==> src/logic/dmrod_pkg.sv <==
// package: constants and types of the mode register one block
// Contract
// register loads only by command, holds until reset
// register reload leaves memory contents untouched
// controller loads with banks idle, waits after
// controller writes zero to reserved bits
// write leveling limits termination unless outputs off
// dll selection taken from bit zero on load
// controller enables dll at init, then resets
// self refresh stops dll, exit re-enables, resets
// dll off before self refresh stays off
// dll off: no termination, latencies six only
// drive impedance from bits five and one
// output disable bit holds data outputs off
// termination strobe gets strobe termination, never driven
// termination strobe replaces mask; else mask works
// controller keeps termination strobe off on x4/x16
// nominal termination decoded from bits nine, six, two
// controller keeps termination off across reads
// termination follows control pin with latency
// bit seven enters write leveling mode
// bits four, three decode additive latency
// activate spacing plus additive latency meets minimum
// commands held additive latency; latency sums
// dll reset self clears, 512 cycles to lock
// bit zero low means dll enabled
package dmrod_pkg;
  // ****************************************
  // bus map
  // ****************************************
  localparam logic [3:0]  A_MR1 = 4'h0;
  localparam logic [3:0]  A_CMD = 4'h4;
  localparam logic [3:0]  A_LAT = 4'h8;
  localparam logic [3:0]  A_STAT = 4'hc;
  localparam logic [3:0]  SEL_ALL = 4'hf;
  localparam int          OP_LSB = 18;
  localparam logic [1:0]  OP_MR1 = 2'h0;
  localparam logic [1:0]  OP_MR0 = 2'h1;
  localparam logic [1:0]  OP_SRE = 2'h2;
  localparam logic [1:0]  OP_SRX = 2'h3;
  localparam int          L_CL = 0;
  localparam int          L_CWL = 8;
  localparam logic [3:0]  CL_RST = 4'h6;
  localparam logic [3:0]  CWL_RST = 4'h5;
  localparam logic [3:0]  LAT_DLLOFF = 4'h6;
  localparam int          S_DLLEN = 0;
  localparam int          S_LOCK = 1;
  localparam int          S_SR = 2;
  localparam int          S_RSV = 3;
  localparam int          S_LATERR = 4;
  localparam int          S_AL = 8;
  localparam int          S_WL = 16;
  localparam int          S_RL = 24;
  // ****************************************
  // register fields
  // ****************************************
  localparam logic [17:0] MR1_RST = 18'h0;
  localparam logic [17:0] MR1_RSV = 18'h26500;
  localparam int          B_DLL = 0;
  localparam int          B_DRV0 = 1;
  localparam int          B_RTT0 = 2;
  localparam int          B_AL0 = 3;
  localparam int          B_AL1 = 4;
  localparam int          B_DRV1 = 5;
  localparam int          B_RTT1 = 6;
  localparam int          B_WL = 7;
  localparam int          B_DLLRST = 8;
  localparam int          B_RTT2 = 9;
  localparam int          B_TDQS = 11;
  localparam int          B_QOFF = 12;
  localparam logic [1:0]  AL_ZERO = 2'h0;
  localparam logic [1:0]  AL_CLM1 = 2'h1;
  localparam logic [1:0]  AL_CLM2 = 2'h2;
  localparam logic [1:0]  DRV_D6 = 2'h0;
  localparam logic [3:0]  DIV_2 = 4'h2;
  localparam logic [3:0]  DIV_4 = 4'h4;
  localparam logic [3:0]  DIV_6 = 4'h6;
  localparam logic [3:0]  DIV_7 = 4'h7;
  localparam logic [3:0]  DIV_8 = 4'h8;
  localparam logic [3:0]  DIV_12 = 4'hc;
  localparam logic [3:0]  DIV_OFF = 4'h0;
  localparam logic [2:0]  RTT_D4 = 3'h1;
  localparam logic [2:0]  RTT_D2 = 3'h2;
  localparam logic [2:0]  RTT_D6 = 3'h3;
  localparam logic [2:0]  RTT_D12 = 3'h4;
  localparam logic [2:0]  RTT_D8 = 3'h5;
  // ****************************************
  // timing and delay line
  // ****************************************
  localparam logic [9:0]  DLLK_CYC = 10'd512;
  localparam int          DLY_W = 5;
  localparam int          DLY_N = 31;
  localparam logic [4:0]  ODT_OFS = 5'd2;
  // ****************************************
  // types
  // ****************************************
  typedef enum logic [2:0] {
    DLL_OFF  = 3'b001,
    DLL_LOCK = 3'b010,
    DLL_ON   = 3'b100
  } dmrod_dll_t;
  typedef struct packed {
    logic       dll_en;
    logic       dll_rst;
    logic       q_off;
    logic       tdqs_en;
    logic       dm_en;
    logic       wl_en;
    logic [3:0] drv_div;
    logic [3:0] rtt_div;
  } dmrod_cfg_t;
endpackage

==> src/logic/dmrod_dly.sv <==
// delay line with a selectable tap
`timescale 1ns/1ps
`default_nettype none
module dmrod_dly (
  input  wire logic                       clk_i,
  input  wire logic                       rst_i,
  input  wire logic                       d_i,
  input  wire logic [dmrod_pkg::DLY_W-1:0] sel_i,
  output logic                            q_o
);
  import dmrod_pkg::*;

  logic [DLY_N-1:0] sh_ff;
  logic [DLY_N:0]   tap;

  assign tap = {sh_ff, d_i};
  assign q_o = tap[sel_i];

  // ****************************************
  // one flop per stage
  // ****************************************
  for (genvar i = 0; i < DLY_N; i++) begin : g_st
    always_ff @(posedge clk_i) begin
      if (rst_i) begin
        sh_ff[i] <= 1'b0;
      end else begin
        sh_ff[i] <= tap[i];
      end
    end
  end
endmodule
`default_nettype wire

==> src/logic/dmrod_top.sv <==
// top: mode register one store and decode behind wishbone
`timescale 1ns/1ps
`default_nettype none
module dmrod_top (
  input  wire logic                 clk_i,
  input  wire logic                 rst_i,
  input  wire logic                 wb_cyc_i,
  input  wire logic                 wb_stb_i,
  input  wire logic                 wb_we_i,
  input  wire logic [3:0]           wb_adr_i,
  input  wire logic [3:0]           wb_sel_i,
  input  wire logic [31:0]          wb_dat_i,
  output logic      [31:0]          wb_dat_o,
  output logic                      wb_ack_o,
  input  wire logic                 odt_pin_i,
  input  wire logic                 rd_cmd_i,
  input  wire logic                 wr_cmd_i,
  output logic                      rd_rel_o,
  output logic                      wr_rel_o,
  output logic                      rtt_on_o,
  output logic                      tdqs_term_o,
  output logic                      dq_oe_en_o,
  output var dmrod_pkg::dmrod_cfg_t cfg_o
);
  import dmrod_pkg::*;

  logic        ack_ff;
  logic [31:0] rdat_ff;
  logic [17:0] mr1_ff;
  logic [3:0]  cl_ff;
  logic [3:0]  cwl_ff;
  dmrod_dll_t  dll_ff;
  logic        sr_ff;
  logic        sr_rst_ff;
  logic [9:0]  lock_cnt_ff;
  logic [4:0]  al_ff;
  logic [4:0]  rl_ff;
  logic [4:0]  wl_ff;
  logic [4:0]  odtl_ff;
  logic [2:0]  odt_s_ff;
  logic        odt_lvl_ff;
  logic        rtt_req_ff;
  dmrod_cfg_t  cfg_ff;
  logic        rd_rel_ff;
  logic        wr_rel_ff;
  logic        rtt_on_ff;
  logic        tdqs_term_ff;
  logic        dq_oe_ff;
  logic        req;
  logic        wr_go;
  logic        cmd_go;
  logic [1:0]  op;
  logic        mr1_ld;
  logic        mr0_ld;
  logic        sre_go;
  logic        srx_go;
  logic [2:0]  rtt_code;
  logic [3:0]  nxt_rtt;
  logic [4:0]  nxt_al;
  logic [4:0]  nxt_wl;
  logic [31:0] stat_w;
  logic        odt_q;
  logic        rd_q;
  logic        wr_q;

  // ****************************************
  // wishbone slave
  // ****************************************
  assign req    = wb_cyc_i & wb_stb_i;
  assign wr_go  = req & ack_ff & wb_we_i;
  assign cmd_go = wr_go & (wb_adr_i == A_CMD) & (wb_sel_i == SEL_ALL);
  assign op     = wb_dat_i[OP_LSB+:2];
  assign mr1_ld = cmd_go & (op == OP_MR1) & ~sr_ff;
  assign mr0_ld = cmd_go & (op == OP_MR0) & ~sr_ff & wb_dat_i[B_DLLRST];
  assign sre_go = cmd_go & (op == OP_SRE) & ~sr_ff;
  assign srx_go = cmd_go & (op == OP_SRX) & sr_ff;

  always_ff @(posedge clk_i) begin
    if (rst_i) begin
      ack_ff <= 1'b0;
    end else begin
      ack_ff <= req & ~ack_ff;
    end
  end

  always_comb begin
    stat_w = 32'h0;
    stat_w[S_DLLEN] = (dll_ff != DLL_OFF);
    stat_w[S_LOCK] = (dll_ff == DLL_ON);
    stat_w[S_SR] = sr_ff;
    stat_w[S_RSV] = |(mr1_ff & MR1_RSV);
    stat_w[S_LATERR] = (dll_ff == DLL_OFF) &&
                       ((cl_ff != LAT_DLLOFF) || (cwl_ff != LAT_DLLOFF));
    stat_w[S_AL+:5] = al_ff;
    stat_w[S_WL+:5] = wl_ff;
    stat_w[S_RL+:5] = rl_ff;
  end

  always_ff @(posedge clk_i) begin
    if (rst_i) begin
      rdat_ff <= 32'h0;
    end else if (req & ~ack_ff) begin
      unique case (wb_adr_i)
        A_MR1:   rdat_ff <= 32'(mr1_ff);
        A_LAT:   rdat_ff <= {16'h0, 4'h0, cwl_ff, 4'h0, cl_ff};
        A_STAT:  rdat_ff <= stat_w;
        default: rdat_ff <= 32'h0;
      endcase
    end
  end

  always_ff @(posedge clk_i) begin
    if (rst_i) begin
      cl_ff  <= CL_RST;
      cwl_ff <= CWL_RST;
    end else if (wr_go && wb_adr_i == A_LAT) begin
      if (wb_sel_i[0]) begin
        cl_ff <= wb_dat_i[L_CL+:4];
      end
      if (wb_sel_i[1]) begin
        cwl_ff <= wb_dat_i[L_CWL+:4];
      end
    end
  end

  // ****************************************
  // mode register store
  // ****************************************
  always_ff @(posedge clk_i) begin
    if (rst_i) begin
      mr1_ff <= MR1_RST;
    end else if (mr1_ld) begin
      mr1_ff <= wb_dat_i[17:0];
    end
  end

  // ****************************************
  // dll state and self refresh
  // ****************************************
  always_ff @(posedge clk_i) begin
    if (rst_i) begin
      dll_ff <= DLL_OFF;
    end else begin
      unique case (dll_ff)
        DLL_OFF: begin
          if (srx_go && sr_rst_ff) begin
            dll_ff <= DLL_LOCK;
          end else if (mr1_ld && !wb_dat_i[B_DLL]) begin
            dll_ff <= DLL_ON;
          end
        end
        DLL_LOCK: begin
          if ((mr1_ld && wb_dat_i[B_DLL]) || sre_go) begin
            dll_ff <= DLL_OFF;
          end else if (lock_cnt_ff == DLLK_CYC - 10'd1) begin
            dll_ff <= DLL_ON;
          end
        end
        DLL_ON: begin
          if ((mr1_ld && wb_dat_i[B_DLL]) || sre_go) begin
            dll_ff <= DLL_OFF;
          end else if (mr0_ld) begin
            dll_ff <= DLL_LOCK;
          end
        end
      endcase
    end
  end

  always_ff @(posedge clk_i) begin
    if (rst_i) begin
      lock_cnt_ff <= 10'd0;
    end else begin
      lock_cnt_ff <= (dll_ff == DLL_LOCK) ? lock_cnt_ff + 10'd1 : 10'd0;
    end
  end

  always_ff @(posedge clk_i) begin
    if (rst_i) begin
      sr_ff     <= 1'b0;
      sr_rst_ff <= 1'b0;
    end else if (sre_go) begin
      sr_ff     <= 1'b1;
      sr_rst_ff <= (dll_ff != DLL_OFF);
    end else if (srx_go) begin
      sr_ff     <= 1'b0;
    end
  end

  // ****************************************
  // latency decode
  // ****************************************
  always_comb begin
    unique case (mr1_ff[B_AL1:B_AL0])
      AL_CLM1: nxt_al = {1'b0, cl_ff} - 5'd1;
      AL_CLM2: nxt_al = {1'b0, cl_ff} - 5'd2;
      default: nxt_al = 5'd0;
    endcase
    nxt_wl = nxt_al + {1'b0, cwl_ff};
  end

  always_ff @(posedge clk_i) begin
    if (rst_i) begin
      al_ff   <= 5'd0;
      rl_ff   <= 5'd0;
      wl_ff   <= 5'd0;
      odtl_ff <= 5'd0;
    end else begin
      al_ff   <= nxt_al;
      rl_ff   <= nxt_al + {1'b0, cl_ff};
      wl_ff   <= nxt_wl;
      odtl_ff <= (nxt_wl >= ODT_OFS) ? nxt_wl - ODT_OFS : 5'd0;
    end
  end

  // ****************************************
  // termination and drive decode
  // ****************************************
  assign rtt_code = {mr1_ff[B_RTT2], mr1_ff[B_RTT1], mr1_ff[B_RTT0]};

  always_comb begin
    unique case (rtt_code)
      RTT_D4:  nxt_rtt = DIV_4;
      RTT_D2:  nxt_rtt = DIV_2;
      RTT_D6:  nxt_rtt = DIV_6;
      RTT_D12: nxt_rtt = DIV_12;
      RTT_D8:  nxt_rtt = DIV_8;
      default: nxt_rtt = DIV_OFF;
    endcase
    if (mr1_ff[B_WL] && !mr1_ff[B_QOFF] && rtt_code > RTT_D6) begin
      nxt_rtt = DIV_OFF;
    end
  end

  always_ff @(posedge clk_i) begin
    if (rst_i) begin
      cfg_ff <= '0;
    end else begin
      cfg_ff.dll_en  <= (dll_ff != DLL_OFF);
      cfg_ff.dll_rst <= (dll_ff == DLL_LOCK);
      cfg_ff.q_off   <= mr1_ff[B_QOFF];
      cfg_ff.tdqs_en <= mr1_ff[B_TDQS];
      cfg_ff.dm_en   <= ~mr1_ff[B_TDQS];
      cfg_ff.wl_en   <= mr1_ff[B_WL];
      cfg_ff.drv_div <= ({mr1_ff[B_DRV1], mr1_ff[B_DRV0]} == DRV_D6) ?
                        DIV_6 : DIV_7;
      cfg_ff.rtt_div <= nxt_rtt;
    end
  end

  // ****************************************
  // termination pin and command release
  // ****************************************
  always_ff @(posedge clk_i) begin
    if (rst_i) begin
      odt_s_ff   <= 3'h0;
      odt_lvl_ff <= 1'b0;
      rtt_req_ff <= 1'b0;
    end else begin
      odt_s_ff   <= {odt_s_ff[1:0], odt_pin_i};
      if (odt_s_ff[1] == odt_s_ff[2]) begin
        odt_lvl_ff <= odt_s_ff[2];
      end
      rtt_req_ff <= odt_lvl_ff && (nxt_rtt != DIV_OFF) &&
                    (dll_ff != DLL_OFF) && !sr_ff;
    end
  end

  dmrod_dly u_odt (.clk_i(clk_i), .rst_i(rst_i), .d_i(rtt_req_ff),
                   .sel_i(odtl_ff), .q_o(odt_q));
  dmrod_dly u_rd (.clk_i(clk_i), .rst_i(rst_i), .d_i(rd_cmd_i),
                  .sel_i(al_ff), .q_o(rd_q));
  dmrod_dly u_wr (.clk_i(clk_i), .rst_i(rst_i), .d_i(wr_cmd_i),
                  .sel_i(al_ff), .q_o(wr_q));

  always_ff @(posedge clk_i) begin
    if (rst_i) begin
      rd_rel_ff    <= 1'b0;
      wr_rel_ff    <= 1'b0;
      rtt_on_ff    <= 1'b0;
      tdqs_term_ff <= 1'b0;
      dq_oe_ff     <= 1'b0;
    end else begin
      rd_rel_ff    <= rd_q;
      wr_rel_ff    <= wr_q;
      rtt_on_ff    <= odt_q;
      tdqs_term_ff <= odt_q & mr1_ff[B_TDQS];
      dq_oe_ff     <= ~mr1_ff[B_QOFF];
    end
  end

  assign wb_ack_o    = ack_ff;
  assign wb_dat_o    = rdat_ff;
  assign rd_rel_o    = rd_rel_ff;
  assign wr_rel_o    = wr_rel_ff;
  assign rtt_on_o    = rtt_on_ff;
  assign tdqs_term_o = tdqs_term_ff;
  assign dq_oe_en_o  = dq_oe_ff;
  assign cfg_o       = cfg_ff;
endmodule
`default_nettype wire

==> config.mk <==
export PLATFORM = sky130hd
export DESIGN_NAME = dmrod_top
export DESIGN_NICKNAME = d
export VERILOG_FILES = /design/src/logic/dmrod_pkg.sv /design/src/logic/dmrod_dly.sv /design/src/logic/dmrod_top.sv
export SDC_FILE = /design/constraint.sdc
export NUM_CORES = 1
export LEC_CHECK = 0
export ABC_AREA = 0
export BUFFER_PORTS_ARGS = -buffer_cell sky130_fd_sc_hd__buf_2
export CAP_MARGIN = 20
export CORE_AREA = 2 2 145 105
export DETAILED_ROUTE_END_ITERATION = 10
export DIE_AREA = 0 0 147 107
export GPL_TIMING_DRIVEN = 0
export PLACE_DENSITY = 0.84
export SYNTH_ARGS = -nofsm -noshare
export SYNTH_HDL_FRONTEND = slang
export SYNTH_HIERARCHICAL = 1
export SYNTH_SLANG_ARGS = --single-unit
==> constraint.sdc <==
create_clock -name clk_i -period 3.6 [get_ports clk_i]
set_input_delay 0 -clock clk_i [delete_from_list [all_inputs] [get_ports clk_i]]
set_output_delay 0 -clock clk_i [all_outputs]
set_load 0.02 [all_outputs]
Yosys cells after proc, flatten, opt, wreduce, memory -nomap -nowiden
Cells that the tools add are included.
Operators by class
  add/subtract/negate cells: 6
  multipliers: 0
  div/mod/pow operators: 0
  magnitude comparators: 4
  eq/ne operators: 25
  shifts and indexed selects: 0
  mux-type cells: 20
  bitwise gates (word level): 22
  reduce and logical (&&, ||, !) cells: 26
Operator list (number)
  $pmux W29 S3: 1
  $pmux W4 S5: 1
  $mux W3: 6
  $and A1 B1 Y1: 16
  $bmux W1 S5: 3
  $eq A4 B4 Y1 const B: 3
  $lt A5 B6 Y1 const B: 2
  $add A10 B1 Y10 const B: 1
  $add A5 B4 Y5: 2
  $eq A10 B9 Y1 const B: 1
  $logic_and A1 B1 Y1: 10
  $pmux W5 S2: 1
  $eq A3 B2 Y1 const B: 3
  $eq A3 B3 Y1 const B: 3
  $pmux W3 S3: 1
  $ne A4 B3 Y1 const B: 2
  $eq A2 B2 Y1 const B: 3
  $eq A3 B1 Y1 const B: 2
  $mux W1: 6
  $ne A3 B1 Y1 const B: 2
  $not A1 Y1: 6
  $ge A5 B2 Y1 const B: 1
  $reduce_or A5 Y1: 1
  $sub A4 B1 Y5 const B: 1
  other kinds (18): 25
Storage, ports and cells
  register bits after elaboration: 211
  bits in latches: 0
  RAM bits: 0
  memory bits (read-only): 0
  input port bits: 48
  output and inout bits: 52
  logic and storage cells: 225
  memories: 0

Depth between registers and ports, before layout
Gate-level depths: netlist of the first run.
  depth after elaboration: 11
  depth in mapped cells: 12

Hierarchy
Netlist of the first run, hierarchy kept.
Modules (own cells, without submodules)
  dmrod_top: instances 1, cells each 515, area each 4560.6 sq um
  dmrod_dly: instances 3, cells each 106, area each 1151.1 sq um

Least setup slack after synthesis of the first run
No wires, ideal clock.
  path kind: reg-to-reg
  start: register cl_ff[0]
  end: register odtl_ff[2]
  arrival time: 2.489 ns
  setup slack: 0.969 ns
  stages on the path, launching flop included: 12
  path buffers: 1
  period minus slack after synthesis: 2.631 ns
  path through: dfxtp_1 clkbuf_1 inv_1 ha_1 nand2b_1 a21o_1 fa_1 nand2b_1 a21oi_1 xnor2_1 a21boi_0 a311oi_1
Between the ends
  longest elaborated chain between the ends: 6
  elaborated cells on any way between the ends: 8
RTL lines
  from (decl): line dmrod_top.sv:30  | logic [3:0] cl_ff;
  from (signal assigned): line dmrod_top.sv:118  | cl_ff <= wb_dat_i[L_CL+:4];
  $sub A4 B2 Y5 / $sub A4 B1 Y5 (equally long branches): line dmrod_top.sv:196, dmrod_top.sv:195
  $pmux W5 S2 (*): line dmrod_top.sv:194  | unique case (mr1_ff[B_AL1:B_AL0])
  $add A5 B4 Y5 (*): line dmrod_top.sv:199  | nxt_wl = nxt_al + {1'b0, cwl_ff};
  $ge A5 B2 Y1: line dmrod_top.sv:212  | odtl_ff <= (nxt_wl >= ODT_OFS) ? nxt_wl - ODT_OFS : 5'd0;
  $not A1 Y1 (no line)
  $reduce_or A2 Y1 (no line)
  to (signal assigned): line dmrod_top.sv:212
  to (decl): line dmrod_top.sv:39  | logic [4:0] odtl_ff;
Every way passes the cells marked *; elsewhere a longest branch is shown, timed or not.
A chain may end at the register's enable or synchronous reset.

Final worst setup path of the first run
  start: register cl_ff[1]
  end: register odtl_ff[2]
Between the ends
  longest elaborated chain between the ends: 6
  elaborated cells on any way between the ends: 8
RTL lines
  $sub A4 B2 Y5 / $sub A4 B1 Y5 (equally long branches): line dmrod_top.sv:196, dmrod_top.sv:195
  $pmux W5 S2 (*): line dmrod_top.sv:194
  named net nxt_al[3]: line dmrod_top.sv:59  | logic [4:0] nxt_al;
  $add A5 B4 Y5 (*): line dmrod_top.sv:199
  $ge A5 B2 Y1 (*): line dmrod_top.sv:212
  $not A1 Y1 (no line) (*)
  $reduce_or A2 Y1 (no line) (*)
Mark *: on every way through the listed nets, which the timed path passes. The rest lies on a longest branch.

==> results of run 1 <==
[worst paths after layout]
kind	startpoint	cells after the start	to
worst max-delay path	cl_ff[1]$_SDFFE_PP1P_	11	odtl_ff[2]$_SDFF_PP0_
worst min-delay path	wb_sel_i[2]	4	dll_ff[1]$_SDFFE_PP0P_
worst max register to register	cl_ff[1]$_SDFFE_PP1P_	11	odtl_ff[2]$_SDFF_PP0_
worst min register to register	odt_s_ff[0]$_SDFF_PP0_	1	odt_s_ff[1]$_SDFF_PP0_
[cell type report]
cell class	instances	share of cell area (%)
Sequential cell	202	42.3
Tap cell	195	2.55
Inverter	14	0.549
Clock buffer	24	5.71
Timing Repair Buffer	105	6.96
Clock inverter	8	0.771
Multi-Input combinational cell	574	38.0
Buffer	50	3.24
[critical path: cells and delay by family (launching register included)]
family                     cells  cell delay [ns]
and+or+nand+nor                3             0.79
adders and majority gates      2             0.63
AOI/OAI and AO/OA              4             0.54
DFF                            1             0.45
xor gates and xnor gates       1             0.37
buffers and inverters          1             0.16
[power groups by stage]
stage | Combinational, W | Clock, W | Sequential, W
after floorplan | 0.000110 | 0 | 0.00232
after global placement | 0.000183 | 0 | 0.00231
after detailed placement | 0.000184 | 0 | 0.00231
after CTS | 0.000208 | 0.00202 | 0.00226
after global routing | 0.000226 | 0.00210 | 0.00226
final | 0.000212 | 0.00199 | 0.00226
[cells by family after synthesis]
kind of cell / count (synthesis) / share of synthesized area (%)
AOI/OAI and AO/OA: 131 / 11.0
xor gates and xnor gates: 15 / 1.64
adders and majority gates: 17 / 2.84
buffers and inverters: 64 / 4.53
DFF: 202 / 50.5
muxes: 54 / 6.82
other: 1 / 0.0468
and+or+nand+nor: 349 / 22.7
[routing by layer]
layer	vias up	GRT usage (%)	wire length, microns
met4	0	7.07	476
li1	3106	-	-
met2	250	37.3	8030
met1	2885	34.8	9050
met3	43	5.06	1490
met5	-	0	0
[stage by stage]
stage	setup WS (ns)	instances	power, W	util (%)
3_3_place_gp	0.613	1111	0.00249	60.4
6_report	0.486	1172	0.00447	66.7
3_5_place_dp	0.603	1112	0.00249	60.4
4_1_cts	0.588	1172	0.00449	66.7
5_1_grt	0.301	1172	0.00459	66.7
2_1_floorplan	0.969	840	0.00243	-
[state kept, by name, summed over array words and instances (netlist names), 3 cells and up]
register / flops
wl_ff: 5
cfg_o: 11
u_wr/sh_ff: 31
odtl_ff: 5
cwl_ff: 4
mr1_ff: 18
rl_ff: 5
wb_dat_o: 26
dll_ff: 3
odt_s_ff: 3
cl_ff: 4
lock_cnt_ff: 10
al_ff: 5
u_odt/sh_ff: 31
u_rd/sh_ff: 31
[placed cells by master, fill, tap and decap left out, drive strengths merged, types with 15 or more instances in the layout]
master,netlist,final
dfxtp,202,202
buf,20,97
ha,15,15
nor2b,106,106
a21oi,47,47
dlygate4sd3,0,28
nor2,74,74
nand2,83,83
mux2i,49,49
a22oi,38,38
nand3,25,25
clkbuf,30,54
==> results.toml, run 1 <==
[status]
status = "completed"

[power]
p_leak_nw = 3.75
swShare_pct = 22.0
power_density_nw_per_um2 = 467
seq_power_share_pct = 50.6
intPower_w = 0.00349
p_switching_w = 0.000981
clkPwrFrac_pct = 44.6
ir_drop_uv = 253
combinationalPowerShare_pct = 4.7

[final_layout]
fin_area_sq_um = 9570
multiInputGateArea_sq_um = 3630
antennaDiodeCount = 0
nFillCells = 1120
nets = 1032
regArea_sq_um = 4040
area_growth_pct = 19.4
drive_gt1_share_pct = 14.3

[synthesis]
synth_top_area_cell = "dfxtp_1"
synth.area.top_cells = "dfxtp_1 (50%), nor2b_1 (8.3%), mux2i_1 (6.1%)"
syn_inst = 833
synth.distinct_cells = 57
synth.most_common_cell = "dfxtp_1"
netlist_top_cells_count = "dfxtp_1 (202), nor2b_1 (106), nand2_1 (83), nor2_1 (74), mux2i_1 (49)"
synth_area_per_cell_sq_um = 9.62
yosys_warnings = 6
synth_edf_count = 0
yosysSeqAreaShare_pct = 50.5
netlist.area_leader.share_pct = 50.5
synth_area_sq_um = 8010
synth_seq_cells = 202
synthArstFlopShare_pct = 0
ys.flop_type = "dfxtp_1"

[route]
drcViolationCount = 0
avgViaCountPerCell = 5.36
routed_wl_microns = 19000
drt-initial-drc-count = 449
ant_nets = 0
first_pass_iters = 5
vias = 6284
wl_per_cell_microns = 16.2

[timing]
tns_ns = 0
rsz0062_at_grt = "no"
slew_headroom_pct = 37.2
hold-worst-slack_ns = 0.0370
skew_ns = 0.00829
worst_pin_slew_ns = 0.935
setup_viol = 0
slew_violations = 0
max_freq_mhz = 321
fin_crit_sh_pct = 86.5
min_period_ns = 3.11
hold_viol_final = 0

[die]
num_io_pins = 100
rows = 37
die_h_microns = 107
start_util_pct = 55.8
die_x_microns = 147
dieArea_sq_um = 15700
core-area_sq_um = 14400

[clock_network]
clock_path_buffers = 3
clock-sinks = 202
cts_buffers = 20
ctsHoldBuffers = 28
cts.clk_slew.worst_paths_ns = 0.06
clk_latency_ns = 0.49
cts_tree = "built"
htree_num_levels = 1
cts_setup_buffers = 0
clock-root-buffer = "clkbuf_16"
cts_resized = 0

[setup_path]
arrival_ns = 3.45
crit_path_top_delay_cell = "nor4_1"
critPathKind = "reg -> reg"
worstSetupEndpointType = "register"
cp_cell_sequence = "inv_1, ha_1, nand3b_1, a21oi_1, nor4_1, ha_1, nor2_1, a21oi_1, xnor2_1, a21boi_0, a311oi_1"
cp_slowest_stage_delay_ns = 0.61
worst_ep_required_time_ns = 3.94
crit_fanout = 6
rrSetupSlack_ns = 0.49
cp-start-kind = "register"

[global_route]
grt_max_degree = 19
grt_pass1_wl_microns = 30600
first_global_vias = 5936
antenna_found_initial = 0
grt_usage_pct = 24.3
gr-total-overflow = 0

[placed_design]
io_buffers = 76
place_hpwl_microns = 13300
gp_congestion = 0.885
postPlaceCellArea_sq_um = 8670

[job]
drv_cap = 0

[hold_path]
holdCritPathClass = "in -> reg"
Note: power is estimated with default switching activity, not from simulation.
==> inputs of run 2 (changes only) <==
--- a/config.mk
+++ b/config.mk
@@ -10,5 +10,5 @@
 export CAP_MARGIN = 20
-export CORE_AREA = 2 2 145 105
+export CORE_AREA = 3 3 146 106
 export DETAILED_ROUTE_END_ITERATION = 10
-export DIE_AREA = 0 0 147 107
+export DIE_AREA = 0 0 149 109
 export GPL_TIMING_DRIVEN = 0
==> constraint.sdc (replaced) <==
create_clock -name clk_i -period 3.6 [get_ports clk_i]
set_input_delay 1.08 -clock clk_i [delete_from_list [all_inputs] [get_ports clk_i]]
set_output_delay 1.08 -clock clk_i [all_outputs]
set_load 0.02 [all_outputs]
==> run 2 against run 1 <==
Net effect: critical path depth unchanged; largest cell class unchanged; sequential share of layout area increased by 1.4 points; cell count decreased by 2.8%; power decreased by 1.7%; highest routed layer unchanged; sequential power about the same; maximum frequency decreased by 1.2%; combinational power decreased by 10%; core utilization decreased by 0.33 points; clock-buffer cell count decreased by 1; sequential cell count unchanged; via count decreased by 1.7%; die area increased by 3.3%; largest power group unchanged.
==> results.toml, run 2 (same netlist as run 1, synthesis figures left out) <==
[route]
first_pass_iters = 5
drcViolationCount = 0
drt-initial-drc-count = 564
ant_nets = 0
vias = 6177
avgViaCountPerCell = 5.42
wl_per_cell_microns = 16.6
routed_wl_microns = 18900

[power]
intPower_w = 0.00343
clkPwrFrac_pct = 44.2
swShare_pct = 21.8
p_leak_nw = 3.64
seq_power_share_pct = 51.5
combinationalPowerShare_pct = 4.3
power_density_nw_per_um2 = 474
p_switching_w = 0.000958
ir_drop_uv = 372

[setup_path]
crit_fanout = 6
crit_buf_inv = 1
worst_ep_required_time_ns = 3.92
arrival_ns = 3.48
cp-start-kind = "register"
crit_path_top_delay_cell = "nor4_1"
cp_slowest_stage_delay_ns = 0.60
path_delay_family = "simple AND/OR/NAND/NOR gates"
cp_cell_sequence = "inv_1, ha_1, nand3b_1, a21oi_1, nor4_1, ha_1, nor2_1, a21oi_1, xnor2_1, a21boi_0, a311oi_1"
worstSetupEndpointType = "register"
critPathKind = "reg -> reg"

[placed_design]
gp_congestion = 0.967
place_hpwl_microns = 13400
io_buffers = 76

[hold_path]
holdCritPathClass = "reg -> reg"

[clock_network]
cts_setup_buffers = 0
clock-root-buffer = "clkbuf_16"
clk_latency_ns = 0.48
cts_buffers = 19
clock-sinks = 202
htree_num_levels = 1
clock_path_buffers = 3
cts.clk_slew.worst_paths_ns = 0.06
cts_resized = 0
ctsHoldBuffers = 0
cts_tree = "built"

[die]
die_x_microns = 149
dieArea_sq_um = 16200
core-area_sq_um = 14000
num_io_pins = 100
start_util_pct = 57.4
rows = 36
die_h_microns = 109

[final_layout]
nets = 1003
area_growth_pct = 15.6
layout_commonest_cell = "dfxtp_1"
drive_gt1_share_pct = 14.9
final_cell_mix = "dfxtp_1 (202), nor2b_1 (106), nand2_1 (83)"
nFillCells = 1129
largestRegisters = "u_odt/sh_ff: 31 flops, u_rd/sh_ff: 31 flops, u_wr/sh_ff: 31 flops"

[timing]
worst_pin_slew_ns = 0.936
setup_viol = 0
max_freq_mhz = 317
hold_viol_final = 0
slew_headroom_pct = 37.1
fin_crit_sh_pct = 87.5
tns_ns = 0
rsz0062_at_grt = "no"
slew_violations = 0
skew_ns = 0.00902
min_period_ns = 3.15
hold-worst-slack_ns = 0.438

[status]
status = "completed"

[global_route]
grt_max_degree = 19
first_global_vias = 5852
grt_usage_pct = 23.2
antenna_found_initial = 1
gr-total-overflow = 0
grt_pass1_wl_microns = 30300

[job]
drv_cap = 0
[run 2: cell count changes in the layout (fill, tap and decap cells not counted)]
cell,previous run,this run
inv_6,0,1
dlygate4sd3_1,28,0
clkinv_4,1,0
clkinvlp_4,2,0
clkbuf_16,21,19
clkbuf_8,1,4
diode_2,0,1
clkbuf_1,32,30
clkinv_2,4,6
[run 2: layout make-up]
| type | count | area, sq um | share of cell area, % |
|---|---|---|---|
| timing repair buffer | 77 | 385 | 4.16 |
| multi-input combinational | 574 | 3630 | 39.2 |
| buffer | 50 | 310 | 3.35 |
| clock inverter | 8 | 68.8 | 0.743 |
| antenna | 1 | 2.50 | 0.0270 |
| clock buffer | 23 | 531 | 5.73 |
| sequential | 202 | 4040 | 43.6 |
| inverter | 14 | 52.6 | 0.567 |
| tap | 190 | 238 | 2.57 |
[run 2: power groups by stage]
stage / logic (W) / registers [W] / clock network [W]
finish: 0.000190 / 0.00226 / 0.00194
global route: 0.000205 / 0.00226 / 0.00207
CTS: 0.000186 / 0.00226 / 0.00197
detailed placement: 0.000185 / 0.00231 / 0
global placement: 0.000184 / 0.00231 / 0
floorplan: 0.000110 / 0.00232 / 0
[run 2: final timing paths]
kind	start	end	slack (ns)	cells past startpoint
setup reg to reg	cl_ff[1]$_SDFFE_PP1P_	odtl_ff[2]$_SDFF_PP0_	0.45	11
hold reg to reg	odt_s_ff[0]$_SDFF_PP0_	odt_s_ff[1]$_SDFF_PP0_	0.44	1
hold / removal	odt_s_ff[0]$_SDFF_PP0_	odt_s_ff[1]$_SDFF_PP0_	0.44	1
setup / recovery	cl_ff[1]$_SDFFE_PP1P_	odtl_ff[2]$_SDFF_PP0_	0.45	11
[run 2: through the flow]
step                util (%)  total power, W  cells  cell area (sq um)  worst slack, ns
floorplan                  -         0.00243    840               8040            0.872
CTS                     66.3         0.00442   1137               9260            0.552
detailed placement      62.0         0.00250   1106               8660            0.250
global route            66.4         0.00453   1139               9270            0.294
global placement        62.0         0.00249   1106               8660            0.315
finish                  66.4         0.00439   1139               9270            0.448
[run 2: layer usage]
metal	track usage, %	routed length, microns	up-vias	part of all wire [%]
li1	-	-	3035	-
met1	34.7	8900	2847	47
met2	34.4	7980	250	42
met3	3.74	1470	45	7.8
met4	7.51	529	0	2.8
met5	0	0	-	0
==> inputs of run 3 (changes only) <==
--- a/config.mk
+++ b/config.mk
@@ -11,2 +11,3 @@
 export CORE_AREA = 3 3 146 106
+export CTS_CLUSTER_SIZE = 25
 export DETAILED_ROUTE_END_ITERATION = 10
==> constraint.sdc (replaced) <==
create_clock -name clk_i -period 3.6 [get_ports clk_i]
set_input_delay 0.18 -clock clk_i [delete_from_list [all_inputs] [get_ports clk_i]]
set_output_delay 0.18 -clock clk_i [all_outputs]
set_load 0.02 [all_outputs]
==> run 3 against run 2 <==
Net effect: sequential power barely moved; clock-buffer cell count did not move; global-route usage rose by 0.44 points; hold slack got worse by 0.40 ns; largest cell class unchanged; core utilization rose by 1.5 points; cell count rose by 1.8%; clock power barely moved.
==> results.toml, run 3 (same netlist as run 1, synthesis figures left out) <==
[status]
status = "completed"

[job]
drv_cap = 0

[final_layout]
final_cell_mix = "dfxtp_1 (202), nor2b_1 (106), nand2_1 (83)"
area_growth_pct = 18.2
nets = 1024
largestRegisters = "u_odt/sh_ff: 31 flops, u_rd/sh_ff: 31 flops, u_wr/sh_ff: 31 flops"
nFillCells = 1103
antennaDiodeCount = 0
fin_cells = 1159
layout_commonest_cell = "dfxtp_1"
drive_gt1_share_pct = 14.6

[route]
ant_nets = 0
routed_wl_microns = 19200
drcViolationCount = 0
first_pass_iters = 6
drt-initial-drc-count = 629
wl_per_cell_microns = 16.6
avgViaCountPerCell = 5.48
vias = 6356

[die]
num_io_pins = 100
die_h_microns = 109
core-area_sq_um = 14000
rows = 36
dieArea_sq_um = 16200
die_x_microns = 149
start_util_pct = 57.4

[clock_network]
clock_path_buffers = 3
clk_latency_ns = 0.48
cts_resized = 0
htree_num_levels = 1
clock-sinks = 202
cts_buffers = 19
ctsHoldBuffers = 21
clock-root-buffer = "clkbuf_16"
cts_setup_buffers = 0
cts_tree = "built"
cts.clk_slew.worst_paths_ns = 0.07

[power]
ir_drop_uv = 373
clkPwrFrac_pct = 44.0
seq_power_share_pct = 51.2
intPower_w = 0.00345
combinationalPowerShare_pct = 4.7
p_switching_w = 0.000964
swShare_pct = 21.9
p_leak_nw = 3.72
power_density_nw_per_um2 = 466
total_power_w = 0.00441

[setup_path]
cp-start-kind = "register"
rrSetupSlack_ns = 0.32
critPathKind = "reg -> reg"
r2r-end = "odtl_ff[2]$_SDFF_PP0_"
cp_slowest_stage_delay_ns = 0.67
worst_ep_required_time_ns = 3.92
cp_cell_sequence = "inv_1, ha_1, nand3b_1, a21oi_1, nor4_1, ha_1, nor2_1, a21oi_1, xnor2_1, a21boi_0, a311oi_1"
rr_startpoint = "cl_ff[1]$_SDFFE_PP1P_"
worstSetupEndpointType = "register"
setup.worst_path.start = "cl_ff[1]$_SDFFE_PP1P_"
path_delay_family = "simple AND/OR/NAND/NOR gates"
r2r_cells = 11
crit_fanout = 6
crit_buf_inv = 1
arrival_ns = 3.60
crit_path_top_delay_cell = "nor4_1"

[timing]
hold_viol_final = 0
rsz0062_at_grt = "no"
skew_ns = 0.00775
min_period_ns = 3.28
worst_pin_slew_ns = 0.950
setup_ws_ns = 0.319
tns_ns = 0
slew_headroom_pct = 36.2
fin_crit_sh_pct = 91.1
max_freq_mhz = 305
setup_viol = 0
hold-worst-slack_ns = 0.0412
slew_violations = 0

[global_route]
first_global_vias = 6009
antenna_found_initial = 0
gr-total-overflow = 0
grt_pass1_wl_microns = 30800
grt_usage_pct = 23.7
grt_max_degree = 19

[placed_design]
dpl.cell_count = 1106
io_buffers = 76
pre_cts_slack_ns = 0.564
gp_congestion = 0.967
place_hpwl_microns = 13400

[hold_path]
holdCritPathClass = "in -> reg"
hold_path_end = "cwl_ff[3]$_SDFFE_PP0P_"
min_from = "wb_sel_i[1]"
hold_depth = 3
run 3: power groups by stage:
| stage | Combinational, W | Sequential (W) | Clock (W) |
|---|---|---|---|
| after detailed placement | 0.000185 | 0.00231 | 0 |
| after global routing | 0.000224 | 0.00226 | 0.00207 |
| after CTS | 0.000203 | 0.00226 | 0.00197 |
| after global placement | 0.000184 | 0.00231 | 0 |
| final | 0.000208 | 0.00226 | 0.00194 |
| after floorplan | 0.000110 | 0.00232 | 0 |
run 3: cell type report:
type                            count  area (sq um)  share of cell area, %
Clock inverter                      8          68.8                  0.726
Multi-Input combinational cell    574          3630                   38.4
Sequential cell                   202          4040                   42.7
Clock buffer                       23           531                   5.60
Timing Repair Buffer               98           596                   6.29
Tap cell                          190           238                   2.51
Inverter                           14          52.6                  0.555
Buffer                             50           310                   3.28
run 3: per-stage QoR:
stage	utilization [%]	cell area [sq um]
floorplan	-	8040
global placement	62.0	8660
detailed placement	62.0	8660
global route	67.8	9470
CTS	67.8	9470
finish	67.8	9470
run 3: worst max-delay path by stage:
stage               cells past startpoint                     to  slack (ns)
floorplan                              11  odtl_ff[2]$_SDFF_PP0_        0.97
finish                                 11  odtl_ff[2]$_SDFF_PP0_        0.32
global route                           12  odtl_ff[4]$_SDFF_PP0_        0.29
global placement                       11  odtl_ff[2]$_SDFF_PP0_        0.60
detailed placement                     11  odtl_ff[2]$_SDFF_PP0_        0.56
CTS                                    12  odtl_ff[4]$_SDFF_PP0_        0.55
run 3: worst register-to-register path: cells and delay by family, from the launching register on:
kind            cells  cell delay (ns)
simple gates        3             0.87
flops               1             0.43
fa+ha+maj           2             0.63
buf+inv             1             0.16
xor+xnor            1             0.38
compound gates      4             0.66
run 3: routing by layer:
metal  up-vias  share of wire [%]  global-route usage [%]
li1       3073                  -                       -
met1      2939                 46                    35.0
met2       289                 42                    35.5
met3        55                9.1                    3.66
met4         0                3.1                    7.97
met5         -                  0                       0
